--- src/design/ptb_defs.svh ---
/*
 * offsets, field positions, reset values and divider taps of the periodic tick timebase.
 * assumes inclusion by bare name from the package and the timebase module.
 */
`ifndef PTB_DEFS_SVH
`define PTB_DEFS_SVH

`define PTB_AW 8
`define PTB_OFS_CTRL 8'h00
`define PTB_OFS_STS 8'h04
`define PTB_OFS_CLR 8'h08
`define PTB_OFS_IEN 8'h0c

`define PTB_B_BANK 0
`define PTB_B_TON 1
`define PTB_B_TIE 2
`define PTB_B_ACK 3
`define PTB_B_RATE_LO 4
`define PTB_B_RATE_HI 6
`define PTB_B_FLAG 7
`define PTB_RST_CTRL 8'h00

`define PTB_STS_W 2
`define PTB_S_TICK 0
`define PTB_S_DENY 1
`define PTB_RST_STS 2'h0

`define PTB_PRE_W 7
`define PTB_STG_W 15

// counter bit that rises at half the tap: log2(tap) - 1
`define PTB_TAP_0_0 5'h0e
`define PTB_TAP_0_1 5'h0c
`define PTB_TAP_0_2 5'h0a
`define PTB_TAP_0_3 5'h06
`define PTB_TAP_0_4 5'h05
`define PTB_TAP_0_5 5'h04
`define PTB_TAP_0_6 5'h03
`define PTB_TAP_0_7 5'h02
`define PTB_TAP_1_0 5'h15
`define PTB_TAP_1_1 5'h13
`define PTB_TAP_1_2 5'h11
`define PTB_TAP_1_3 5'h0d
`define PTB_TAP_1_4 5'h0c
`define PTB_TAP_1_5 5'h0b
`define PTB_TAP_1_6 5'h0a
`define PTB_TAP_1_7 5'h09

`endif

--- src/design/ptb_pkg.sv ---
/*
 * types of the periodic tick timebase: apb carrier structs, control layout, bus states.
 * assumes ptb_defs.svh is on the include path.
 */
package ptb_pkg;
`include "ptb_defs.svh"

	typedef struct packed {
		logic psel;
		logic penable;
		logic pwrite;
		logic [`PTB_AW-1:0] paddr;
		logic [31:0] pwdata;
	} ptb_apb_req_t;

	typedef struct packed {
		logic pready;
		logic pslverr;
		logic [31:0] prdata;
	} ptb_apb_rsp_t;

	typedef struct packed {
		logic flag;
		logic [2:0] rate;
		logic ack;
		logic tie;
		logic ton;
		logic bank;
	} ptb_ctrl_t;

	typedef enum logic [1:0] {
		PTB_ST_IDLE = 2'b01,
		PTB_ST_RESP = 2'b10
	} ptb_apb_st_t;
endpackage

--- src/design/ptb_timebase.sv ---
/*
 * periodic tick timebase: divider chain, tick flag, apb register slave, interrupt block.
 * assumes one 100 MHz clock; the two tick source clocks arrive as asynchronous pins
 * and low-power mode levels come from logic on mclk_i.
 */
`timescale 1ns/1ps
`include "ptb_defs.svh"

module ptb_timebase #(
	parameter int PRE_W = `PTB_PRE_W,
	parameter int STG_W = `PTB_STG_W
) (
	input wire logic mclk_i,
	input wire logic srst_i,
	input wire logic ext_clk_i,
	input wire logic int_clk_i,
	input wire logic ext_clock_gen_on_i,
	input wire logic wait_mode_i,
	input wire logic stop_mode_i,
	input wire logic osc_run_in_stop_i,
	input wire ptb_pkg::ptb_apb_req_t apb_i,
	output ptb_pkg::ptb_apb_rsp_t apb_o,
	output logic tick_irq_o,
	output logic irq_o
);
	import ptb_pkg::*;

	localparam int CNT_W = PRE_W + STG_W;

	////////////////////////////////////////////////////////////////////////
	// decoding

	function automatic logic [3:0] reg_sel(input logic [`PTB_AW-1:0] a);
		logic [3:0] s;
		s = 4'h0;
		case (a)
			`PTB_OFS_CTRL: s = 4'h1;
			`PTB_OFS_STS: s = 4'h2;
			`PTB_OFS_CLR: s = 4'h4;
			`PTB_OFS_IEN: s = 4'h8;
			default: s = 4'h0;
		endcase
		return s;
	endfunction

	function automatic logic [4:0] tap_idx(input logic bank, input logic [2:0] rate);
		logic [4:0] t;
		t = 5'h00;
		case ({bank, rate})
			4'h0: t = `PTB_TAP_0_0;
			4'h1: t = `PTB_TAP_0_1;
			4'h2: t = `PTB_TAP_0_2;
			4'h3: t = `PTB_TAP_0_3;
			4'h4: t = `PTB_TAP_0_4;
			4'h5: t = `PTB_TAP_0_5;
			4'h6: t = `PTB_TAP_0_6;
			4'h7: t = `PTB_TAP_0_7;
			4'h8: t = `PTB_TAP_1_0;
			4'h9: t = `PTB_TAP_1_1;
			4'ha: t = `PTB_TAP_1_2;
			4'hb: t = `PTB_TAP_1_3;
			4'hc: t = `PTB_TAP_1_4;
			4'hd: t = `PTB_TAP_1_5;
			4'he: t = `PTB_TAP_1_6;
			4'hf: t = `PTB_TAP_1_7;
			default: t = 5'h00;
		endcase
		return t;
	endfunction

	////////////////////////////////////////////////////////////////////////
	// declarations

	ptb_ctrl_t ctrl_q;
	ptb_apb_st_t st_q;
	logic [CNT_W-1:0] cnt_q;
	logic [`PTB_STS_W-1:0] sts_q;
	logic [`PTB_STS_W-1:0] ien_q;
	logic [1:0] ext_sync_q;
	logic [1:0] int_sync_q;
	logic ext_prev_q;
	logic int_prev_q;
	logic tap_prev_q;
	logic src_edge;
	logic run;
	logic tap_bit;
	logic tap_rise;
	logic lowpwr;
	logic req;
	logic xfer;
	logic [3:0] sel;
	logic wr_ctrl;
	logic ack_wr;
	logic deny;
	logic [31:0] rd_d;

	////////////////////////////////////////////////////////////////////////
	// tick source

	// both sources are synchronised all the time so a switch does not
	// see a stale edge from the other one
	always_ff @(posedge mclk_i) begin
		if (srst_i) begin
			ext_sync_q <= 2'h0;
			int_sync_q <= 2'h0;
			ext_prev_q <= 1'b0;
			int_prev_q <= 1'b0;
		end else begin
			ext_sync_q <= {ext_sync_q[0], ext_clk_i};
			int_sync_q <= {int_sync_q[0], int_clk_i};
			ext_prev_q <= ext_sync_q[1];
			int_prev_q <= int_sync_q[1];
		end
	end

	always_comb begin
		if (ext_clock_gen_on_i) begin
			src_edge = ext_sync_q[1] & ~ext_prev_q;
		end else begin
			src_edge = int_sync_q[1] & ~int_prev_q;
		end
	end

	// source must stay below a quarter of mclk for the edge detect
	assign run = ~(stop_mode_i & ~osc_run_in_stop_i);

	////////////////////////////////////////////////////////////////////////
	// divider chain

	// prescaler stages below the fifteen tap stages, one counter for both
	always_ff @(posedge mclk_i) begin
		if (srst_i) begin
			cnt_q <= '0;
		end else if (!ctrl_q.ton) begin
			cnt_q <= '0;
		end else if (run && src_edge) begin
			cnt_q <= cnt_q + CNT_W'(1);
		end
	end

	// rising tap bit: half a period after start, then every full tap
	assign tap_bit = cnt_q[tap_idx(ctrl_q.bank, ctrl_q.rate)];
	assign tap_rise = tap_bit & ~tap_prev_q;

	always_ff @(posedge mclk_i) begin
		if (srst_i) begin
			tap_prev_q <= 1'b0;
		end else begin
			tap_prev_q <= tap_bit;
		end
	end

	////////////////////////////////////////////////////////////////////////
	// apb slave

	assign lowpwr = wait_mode_i | stop_mode_i;
	assign req = apb_i.psel & apb_i.penable;
	assign xfer = req & (st_q == PTB_ST_RESP);
	assign sel = reg_sel(apb_i.paddr);
	assign deny = lowpwr | (sel == 4'h0);
	assign wr_ctrl = xfer & apb_i.pwrite & sel[0] & ~lowpwr;
	assign ack_wr = wr_ctrl & apb_i.pwdata[`PTB_B_ACK];

	// one wait state: pready rises in the second access cycle
	always_ff @(posedge mclk_i) begin
		if (srst_i) begin
			st_q <= PTB_ST_IDLE;
		end else begin
			case (st_q)
				PTB_ST_IDLE: begin
					if (req) begin
						st_q <= PTB_ST_RESP;
					end
				end
				PTB_ST_RESP: begin
					st_q <= PTB_ST_IDLE;
				end
				default: begin
					st_q <= PTB_ST_IDLE;
				end
			endcase
		end
	end

	always_comb begin
		rd_d = 32'h0000_0000;
		if (!lowpwr) begin
			case (sel)
				4'h1: rd_d = {24'h00_0000, ctrl_q.flag, ctrl_q.rate, 1'b0,
					ctrl_q.tie, ctrl_q.ton, ctrl_q.bank};
				4'h2: rd_d = {{(32-`PTB_STS_W){1'b0}}, sts_q};
				4'h8: rd_d = {{(32-`PTB_STS_W){1'b0}}, ien_q};
				default: rd_d = 32'h0000_0000;
			endcase
		end
	end

	always_ff @(posedge mclk_i) begin
		if (srst_i) begin
			apb_o <= '0;
		end else if (st_q == PTB_ST_IDLE && req) begin
			apb_o.pready <= 1'b1;
			apb_o.pslverr <= deny;
			apb_o.prdata <= apb_i.pwrite ? 32'h0000_0000 : rd_d;
		end else begin
			apb_o <= '0;
		end
	end

	////////////////////////////////////////////////////////////////////////
	// control register

	always_ff @(posedge mclk_i) begin
		if (srst_i) begin
			ctrl_q <= `PTB_RST_CTRL;
		end else begin
			if (wr_ctrl) begin
				ctrl_q.bank <= apb_i.pwdata[`PTB_B_BANK];
				ctrl_q.ton <= apb_i.pwdata[`PTB_B_TON];
				ctrl_q.tie <= apb_i.pwdata[`PTB_B_TIE];
				// rate is not guarded; software changes it only when disabled
				ctrl_q.rate <= apb_i.pwdata[`PTB_B_RATE_HI:`PTB_B_RATE_LO];
			end
			ctrl_q.ack <= 1'b0;
			// set wins over a simultaneous acknowledge
			if (tap_rise) begin
				ctrl_q.flag <= 1'b1;
			end else if (ack_wr) begin
				ctrl_q.flag <= 1'b0;
			end
		end
	end

	always_ff @(posedge mclk_i) begin
		if (srst_i) begin
			tick_irq_o <= 1'b0;
		end else begin
			tick_irq_o <= ctrl_q.flag & ctrl_q.tie;
		end
	end

	////////////////////////////////////////////////////////////////////////
	// interrupt block

	always_ff @(posedge mclk_i) begin
		if (srst_i) begin
			sts_q <= `PTB_RST_STS;
			ien_q <= `PTB_RST_STS;
		end else begin
			for (int i = 0; i < `PTB_STS_W; i++) begin
				if (xfer && apb_i.pwrite && sel[2] && !lowpwr && apb_i.pwdata[i]) begin
					sts_q[i] <= 1'b0;
				end
			end
			if (tap_rise) begin
				sts_q[`PTB_S_TICK] <= 1'b1;
			end
			if (st_q == PTB_ST_IDLE && req && deny) begin
				sts_q[`PTB_S_DENY] <= 1'b1;
			end
			if (xfer && apb_i.pwrite && sel[3] && !lowpwr) begin
				ien_q <= apb_i.pwdata[`PTB_STS_W-1:0];
			end
		end
	end

	always_ff @(posedge mclk_i) begin
		if (srst_i) begin
			irq_o <= 1'b0;
		end else begin
			irq_o <= |(sts_q & ien_q);
		end
	end

	////////////////////////////////////////////////////////////////////////
	// assertions

	property p_hold_zero;
		@(posedge mclk_i) disable iff (srst_i)
		!ctrl_q.ton |=> (cnt_q == '0);
	endproperty
	a_hold_zero: assert property (p_hold_zero) else $error("counter not zero while disabled");

	property p_flag_set;
		@(posedge mclk_i) disable iff (srst_i)
		tap_rise |=> ctrl_q.flag && sts_q[`PTB_S_TICK];
	endproperty
	a_flag_set: assert property (p_flag_set) else $error("tap rise did not set flag");

	property p_ack_clr;
		@(posedge mclk_i) disable iff (srst_i)
		ack_wr && !tap_rise |=> !ctrl_q.flag;
	endproperty
	a_ack_clr: assert property (p_ack_clr) else $error("acknowledge did not clear flag");

	property p_ack_rd;
		@(posedge mclk_i) disable iff (srst_i)
		(st_q == PTB_ST_IDLE) && req && !apb_i.pwrite && sel[0]
			|=> apb_o.pready && !apb_o.prdata[`PTB_B_ACK];
	endproperty
	a_ack_rd: assert property (p_ack_rd) else $error("acknowledge bit read as one");

	property p_irq;
		@(posedge mclk_i) disable iff (srst_i)
		1'b1 |=> tick_irq_o == $past(ctrl_q.flag && ctrl_q.tie);
	endproperty
	a_irq: assert property (p_irq) else $error("pending enabled tick gave no request");

	property p_keep_flag;
		@(posedge mclk_i) disable iff (srst_i)
		wr_ctrl && !apb_i.pwdata[`PTB_B_TON] && !ack_wr && ctrl_q.flag |=> ctrl_q.flag;
	endproperty
	a_keep_flag: assert property (p_keep_flag) else $error("disable cleared the flag");

	property p_ack_zero;
		@(posedge mclk_i) disable iff (srst_i)
		wr_ctrl && !apb_i.pwdata[`PTB_B_ACK] && ctrl_q.flag |=> ctrl_q.flag;
	endproperty
	a_ack_zero: assert property (p_ack_zero) else $error("zero acknowledge cleared the flag");

	property p_reset;
		@(posedge mclk_i) disable iff (1'b0)
		srst_i |=> !ctrl_q.flag && !ctrl_q.tie && !ctrl_q.ton && ctrl_q.rate == 3'h0 && cnt_q == '0;
	endproperty
	a_reset: assert property (p_reset) else $error("reset left state behind");

	property p_stop_halt;
		@(posedge mclk_i) disable iff (srst_i)
		stop_mode_i && !osc_run_in_stop_i |=> $stable(cnt_q);
	endproperty
	a_stop_halt: assert property (p_stop_halt) else $error("counter moved in halted stop");

	property p_wait_run;
		@(posedge mclk_i) disable iff (srst_i)
		wait_mode_i && !stop_mode_i && ctrl_q.ton && src_edge |=> cnt_q != $past(cnt_q);
	endproperty
	a_wait_run: assert property (p_wait_run) else $error("counter stalled in wait");

	property p_lp_deny;
		@(posedge mclk_i) disable iff (srst_i)
		(st_q == PTB_ST_IDLE) && req && lowpwr |=> apb_o.pready && apb_o.pslverr && !wr_ctrl;
	endproperty
	a_lp_deny: assert property (p_lp_deny) else $error("register reached in low power");

	property p_irq_blk;
		@(posedge mclk_i) disable iff (srst_i)
		|(sts_q & ien_q) |=> irq_o;
	endproperty
	a_irq_blk: assert property (p_irq_blk) else $error("enabled status gave no interrupt");

	c_flag: cover property (@(posedge mclk_i) disable iff (srst_i) tap_rise ##1 ctrl_q.flag);
	c_ack: cover property (@(posedge mclk_i) disable iff (srst_i) ctrl_q.flag ##1 ack_wr ##1 !ctrl_q.flag);
	c_irq: cover property (@(posedge mclk_i) disable iff (srst_i) $rose(tick_irq_o));
	c_deny: cover property (@(posedge mclk_i) disable iff (srst_i) $rose(sts_q[`PTB_S_DENY]));
	c_stop_run: cover property (@(posedge mclk_i) disable iff (srst_i) stop_mode_i && osc_run_in_stop_i && tap_rise);

endmodule // ptb_timebase

--- config.mk ---
export PLATFORM = sky130hd
export DESIGN_NAME = ptb_timebase
export DESIGN_NICKNAME = d
export VERILOG_FILES = /design/src/design/ptb_pkg.sv /design/src/design/ptb_timebase.sv
export VERILOG_INCLUDE_DIRS = /design/src /design/src/design
export SDC_FILE = /design/constraint.sdc
export NUM_CORES = 1
export LEC_CHECK = 0
export BUFFER_PORTS_ARGS = -buffer_cell sky130_fd_sc_hd__buf_2
export CAP_MARGIN = 10
export CORE_UTILIZATION = 52
export DETAILED_ROUTE_END_ITERATION = 8
export PLACE_DENSITY = 0.84
export SYNTH_ARGS = -nofsm -noshare
export SYNTH_HDL_FRONTEND = slang
export SYNTH_SLANG_ARGS = --single-unit
--- constraint.sdc ---
create_clock -name mclk_i -period 2.9 [get_ports mclk_i]
set_clock_uncertainty 0.05 [all_clocks]
set_input_delay 0.145 -clock mclk_i [delete_from_list [all_inputs] [get_ports mclk_i]]
set_output_delay 0.145 -clock mclk_i [all_outputs]
set_load 0.005 [all_outputs]
**Word-level counts from Yosys, hierarchy flattened**

Memory sizes are Yosys's and may differ from the RTL's. A register that Yosys moved wholly into a read port is not among the register bits.
Index checks and enable logic that the tools add are counted.

- ROM bits: 80
- Memories: 1
- Word-level logic and storage cells: 91
- Input port bits: 51
- Output and inout port bits: 36
- Register bits after elaboration: 78

Memory list:

| memory | depth | width | rd ports | clocked after Yosys merged registers in | write ports | RTL line | source |
|---|---|---|---|---|---|---|---|
| (name not given) | 16 | 5 | 1 | 1 | 0 | ptb_timebase.sv:49 | `case ({bank, rate})` |

- Eq/ne operators: 8
- Bitwise gates (word level): 23
- Reductions and logical operators: 21
- Muxes and demuxes: 16
- $lt $le $gt $ge: 1
- $add $sub $neg: 1

Operator list:

| kind | number |
|---|---|
| $mux 34 | 1 |
| $mux 32 | 1 |
| $pmux 8 s3 | 1 |
| $add 22x1->22 const B | 1 |
| $eq 8x4->1 const B | 2 |
| $pmux 4 s4 | 1 |
| $and 1x1->1 | 11 |
| $logic_and 1x1->1 | 10 |
| $not 1->1 | 9 |
| $eq 8x3->1 const B | 1 |
| $logic_not 8->1 | 1 |
| $mux 1 | 8 |
| $mux 4 | 2 |
| $mux 8 | 1 |
| $reduce_or 2->1 | 4 |
| $lt 5x6->1 const B | 1 |
| $reduce_bool 2->1 | 3 |
| $bmux 1 s5 | 1 |
| $eq 4x1->1 const B | 1 |
| $eq 4x2->1 const B | 1 |
| $eq 4x4->1 const B | 1 |
| $logic_not 4->1 | 1 |
| $reduce_or 4->1 | 1 |
| $and 2x2->2 | 1 |
| other kinds (4) | 5 |

**Depth between registers and ports, before layout**

- Depth after elaboration: 8
- Depth in mapped cells: 12
- Gate-level depth less buffers: 9

**Worst setup path after synthesis**

Ideal clock, no wire load.

- Kind: register to register
- Start point: reg st_q[0]
- End point: reg with a tool-made name
- Setup time: 0.069 ns
- Slack: 0.509 ns
- Required time: 2.781 ns
- Arrival time: 2.272 ns
- Stages on the path, launching flop included: 11
- Clock period less this slack: 2.391 ns
- Path through: dfxtp_1 -> nor4b_2 -> and4_1 -> buf_6 -> mux2i_1 -> inv_1 -> ha_1 -> nor2_1 -> mux2i_1 -> a21bo_2 -> o21ai_1

RTL lines:

| what | RTL line | source |
|---|---|---|
| start: declaration | ptb_timebase.sv:75 | `ptb_apb_st_t st_q;` |
| start signal: assignment | ptb_timebase.sv:167 | `st_q <= PTB_ST_IDLE;` |
| start signal: assignment | ptb_timebase.sv:172 | `st_q <= PTB_ST_RESP;` |
| start signal: assignment | ptb_timebase.sv:176 | `st_q <= PTB_ST_IDLE;` |

==> run_summary.xml <==
<?xml version="1.0" encoding="UTF-8"?>
<metrics>
  <group name="synthesis">
    <metric name="postSynth.topFlopCell" unit="">sky130_fd_sc_hd__dfxtp_1</metric>
    <metric name="netlist_area" unit="mm^2">0.002940</metric>
    <metric name="syn_avg_cell_area" unit="um^2">9.578</metric>
    <metric name="proportion_of_synthesized_flip_flops_having_asynchronous_set_or_reset" unit="%">0</metric>
    <metric name="synth_cells" unit="">307</metric>
    <metric name="synth_top_area_cell" unit="">sky130_fd_sc_hd__dfxtp_1</metric>
    <metric name="yosysMostFrequentCell" unit="">sky130_fd_sc_hd__dfxtp_1</metric>
    <metric name="synth_top_area_share" unit="%">39.49</metric>
    <metric name="synth_cell_types" unit="">52</metric>
    <metric name="yosysWarningCount" unit="">0</metric>
    <metric name="seq_area_frac_synth" unit="%">39.49</metric>
    <metric name="synth.top_cells.by_count" unit="">sky130_fd_sc_hd__dfxtp_1 (58), sky130_fd_sc_hd__nor2_1 (36), sky130_fd_sc_hd__buf_4 (27)</metric>
    <metric name="synth_edf_count" unit="">0</metric>
    <metric name="yosys_register_bits" unit="">58</metric>
    <metric name="yosys-top-cells-area" unit="">sky130_fd_sc_hd__dfxtp_1 (39%), sky130_fd_sc_hd__buf_4 (6.9%), sky130_fd_sc_hd__mux2i_1 (6.1%), sky130_fd_sc_hd__xnor2_1 (5.1%), sky130_fd_sc_hd__nor2_1 (4.6%)</metric>
  </group>
  <group name="timing">
    <metric name="timing.max_slew.rel_slack" unit="%">48.94</metric>
    <metric name="min_period" unit="ns">2.478</metric>
    <metric name="grt_setup_unrepaired" unit="">false</metric>
    <metric name="timing_max_transition_violations_final" unit="">0</metric>
    <metric name="final.period_utilization" unit="%">85.43</metric>
    <metric name="worstMarginPinSlew" unit="ns">0.7640</metric>
    <metric name="setup_viol" unit="">0</metric>
    <metric name="timing.fmax" unit="MHz">403.6</metric>
    <metric name="report.final.hold_viol_count" unit="">0</metric>
    <metric name="fin_setup_tns" unit="ns">0</metric>
  </group>
  <group name="worst_setup_path">
    <metric name="endpoint_kind" unit="">register</metric>
    <metric name="worst_setup_start_kind" unit="">register</metric>
    <metric name="timing.critical_path.fanout_max" unit="">7</metric>
    <metric name="timing_worst_setup_path_type" unit="">reg -&gt; reg</metric>
    <metric name="critPathArrivalTime" unit="ns">2.63</metric>
    <metric name="r2r-start" unit="">st_q[0]</metric>
    <metric name="r2r_cells" unit="">9</metric>
    <metric name="cp_data_required_time" unit="ns">3.05</metric>
    <metric name="reg2reg_setup_slack" unit="ns">0.42</metric>
  </group>
  <group name="clock_network">
    <metric name="tritoncts" unit="">yes</metric>
    <metric name="post_cts.resized_instances" unit="">0</metric>
    <metric name="clock_path_buffers" unit="">2</metric>
    <metric name="clock_latency_of_the_later_clocked_register_in_the_worst_skew_pair" unit="ns">0.34</metric>
    <metric name="h-tree-depth" unit="">3</metric>
    <metric name="post-cts-setup-buffers" unit="">0</metric>
    <metric name="cts-buffers-inserted" unit="">9</metric>
    <metric name="tritoncts_num_sinks" unit="">58</metric>
    <metric name="hold_buffer_count_at_cts" unit="">3</metric>
    <metric name="cts-root-buf" unit="">sky130_fd_sc_hd__clkbuf_8</metric>
    <metric name="clk_transition_reported_paths" unit="ns">0.07</metric>
  </group>
  <group name="finish">
    <metric name="finish.net_count" unit="">405</metric>
    <metric name="antenna-diode-count" unit="">0</metric>
    <metric name="post_route_cells_drive_above_1_share" unit="%">20.17</metric>
    <metric name="layout.core_utilization" unit="%">60.31</metric>
    <metric name="syn2layout_area_growth" unit="%">12.26</metric>
    <metric name="final-instance-count-excl-fill" unit="">424</metric>
    <metric name="fillerInstances" unit="">465</metric>
  </group>
  <group name="pwr">
    <metric name="p_leak" unit="nW">1.257</metric>
    <metric name="ir_worst_vdd" unit="mV">0.3468</metric>
    <metric name="power_density" unit="mW/mm^2">510.8</metric>
  </group>
  <group name="route">
    <metric name="route.antenna.remaining_nets" unit="">0</metric>
    <metric name="routed_wire_length_per_instance" unit="um">13.57</metric>
    <metric name="firstDrtPassIters" unit="">4</metric>
    <metric name="count_of_vias_placed_by_the_detailed_router" unit="">2220</metric>
    <metric name="detail_route.iter0.violations" unit="">167</metric>
    <metric name="detail_route.wirelength" unit="um">5754</metric>
    <metric name="drc" unit="">0</metric>
    <metric name="vias_per_cell" unit="">5.236</metric>
  </group>
  <group name="place">
    <metric name="port-buffer-count" unit="">36</metric>
    <metric name="place.gp.congestion" unit="">0.7882</metric>
    <metric name="placed_cells" unit="">405</metric>
    <metric name="detailed_place_hpwl" unit="um">3849</metric>
  </group>
  <group name="die">
    <metric name="dieHeight" unit="um">77.20</metric>
    <metric name="io_pins" unit="">87</metric>
    <metric name="rows" unit="">27</metric>
    <metric name="overall_die_area" unit="mm^2">0.005959</metric>
    <metric name="fp.dieW" unit="um">77.20</metric>
    <metric name="floorplan.initialDensity" unit="%">53.73</metric>
    <metric name="core_area" unit="mm^2">0.005473</metric>
  </group>
  <group name="worst_hold_path">
    <metric name="hold-path-endpoint" unit="">ctrl_q[4]</metric>
    <metric name="hold_path_depth" unit="">3</metric>
    <metric name="hold_path_startpoint" unit="">apb_i[4]</metric>
    <metric name="holdCritPathClass" unit="">in -&gt; reg</metric>
  </group>
  <group name="job">
    <metric name="drv.max_cap_violation_count" unit="">0</metric>
  </group>
  <group name="global_route">
    <metric name="wire_length_of_the_first_global_routing_pass" unit="um">9618</metric>
    <metric name="grt_start_max_net_pins" unit="">23</metric>
    <metric name="grt_usage" unit="%">20.67</metric>
    <metric name="grt_antenna_before_repair" unit="">0</metric>
    <metric name="grt-ovfl-total" unit="">0</metric>
    <metric name="via_count_of_the_first_global_routing_pass" unit="">2120</metric>
  </group>
  <group name="status">
    <metric name="run_status" unit="">complete, no violations</metric>
  </group>
</metrics>
cell families after synthesis:
family                     share of synthesized area [%]
AOI/OAI and AO/OA                                  6.468
xor gates and xnor gates                           6.255
adders and majority gates                          2.979
buffers and inverters                              10.30
DFF                                                39.49
muxes                                              8.936
other                                             0.1275
and+or+nand+nor                                    25.45
state kept, by name (all words and copies together) (netlist names), named ones only:
register / flops
int_prev_q: 1
ien_q: 2
tick_irq_o: 1
ext_sync_q: 2
ctrl_q: 7
cnt_q: 22
ext_prev_q: 1
sts_q: 2
tap_prev_q: 1
apb_o: 9
st_q: 2
irq_o: 1
int_sync_q: 2
area by class of cell:
cell class                      instances  area [um^2]  area share (%)
Multi-Input combinational cell        228         1567           47.46
Sequential cell                        58         1161           35.18
Timing Repair Buffer                   41        225.2           6.823
Clock buffer                           13        178.9           5.421
Tap cell                               72        90.09           2.729
Clock inverter                          3        45.04           1.365
Inverter                                9        33.78           1.024
how the worst max path moves through the flow:
stage | from | end | slack (ns)
final | st_q[0] | register | 0.42
after global routing | st_q[0] | register | 0.18
after detailed placement | apb_i[39] | register | 0.44
after global placement | apb_i[39] | register | 0.45
after floorplan | st_q[0] | register | 0.51
after CTS | st_q[0] | register | 0.43
metrics by stage:
step	power (mW)	worst slack (ns)	instance area [um^2]	hold slack, ns
floorplan	0.8825	0.5094	3030	0.2232
global placement	0.8816	0.4476	3047	0.3125
detailed placement	0.8842	0.4427	3047	0.3082
CTS	1.698	0.4316	3301	0.02520
global route	1.750	0.1771	3301	0.04474
finish	1.686	0.4224	3301	0.04457
critical path, cell delays in order, from the launching register on:
cell and delay [ns]:
sky130_fd_sc_hd__dfxtp_1 0.34, sky130_fd_sc_hd__nor4b_2 0.29, sky130_fd_sc_hd__and4_1 0.43, sky130_fd_sc_hd__nand2_1 0.13, sky130_fd_sc_hd__a21oi_1 0.30, sky130_fd_sc_hd__inv_1 0.14, sky130_fd_sc_hd__ha_1 0.24, sky130_fd_sc_hd__nor3b_1 0.16
sky130_fd_sc_hd__a311oi_2 0.19, sky130_fd_sc_hd__a32oi_1 0.08
per-layer routing:
| metal | global-route usage [%] | part of all wire, % | vias up |
|---|---|---|---|
| met5 | 0 | 0 | - |
| met4 | 7.925 | 1.9 | 0 |
| met3 | 7.619 | 3.9 | 12 |
| met2 | 34.69 | 49 | 59 |
| met1 | 23.73 | 45 | 1055 |
| li1 | - | - | 1094 |
cell usage in the layout, fill, tap and decap left out, drive strengths merged, types with 4 or more instances in the layout:
cell type  netlist  routed
a21oi            4       4
and2             6       6
and4             4       4
buf             33      38
clkbuf           3      13
conb             1      25
dfxtp           58      58
ha               7       7
inv              8       8
mux2i           19      19
nand2           17      17
nand2b           6       6
nand3            6       6
nand4            6       6
nor2            36      36
nor2b           10      10
nor3             8       8
nor3b            7       7
nor4            10      10
xnor2           17      17
xor2             4       4
power breakdown:
group	internal [mW]	switching [mW]	leakage, nW
sequential	0.803	0.00361	0.469
clock	0.490	0.323	0.108
combinational	0.0264	0.0392	0.680
Note: power is estimated with default switching activity, not from simulation.
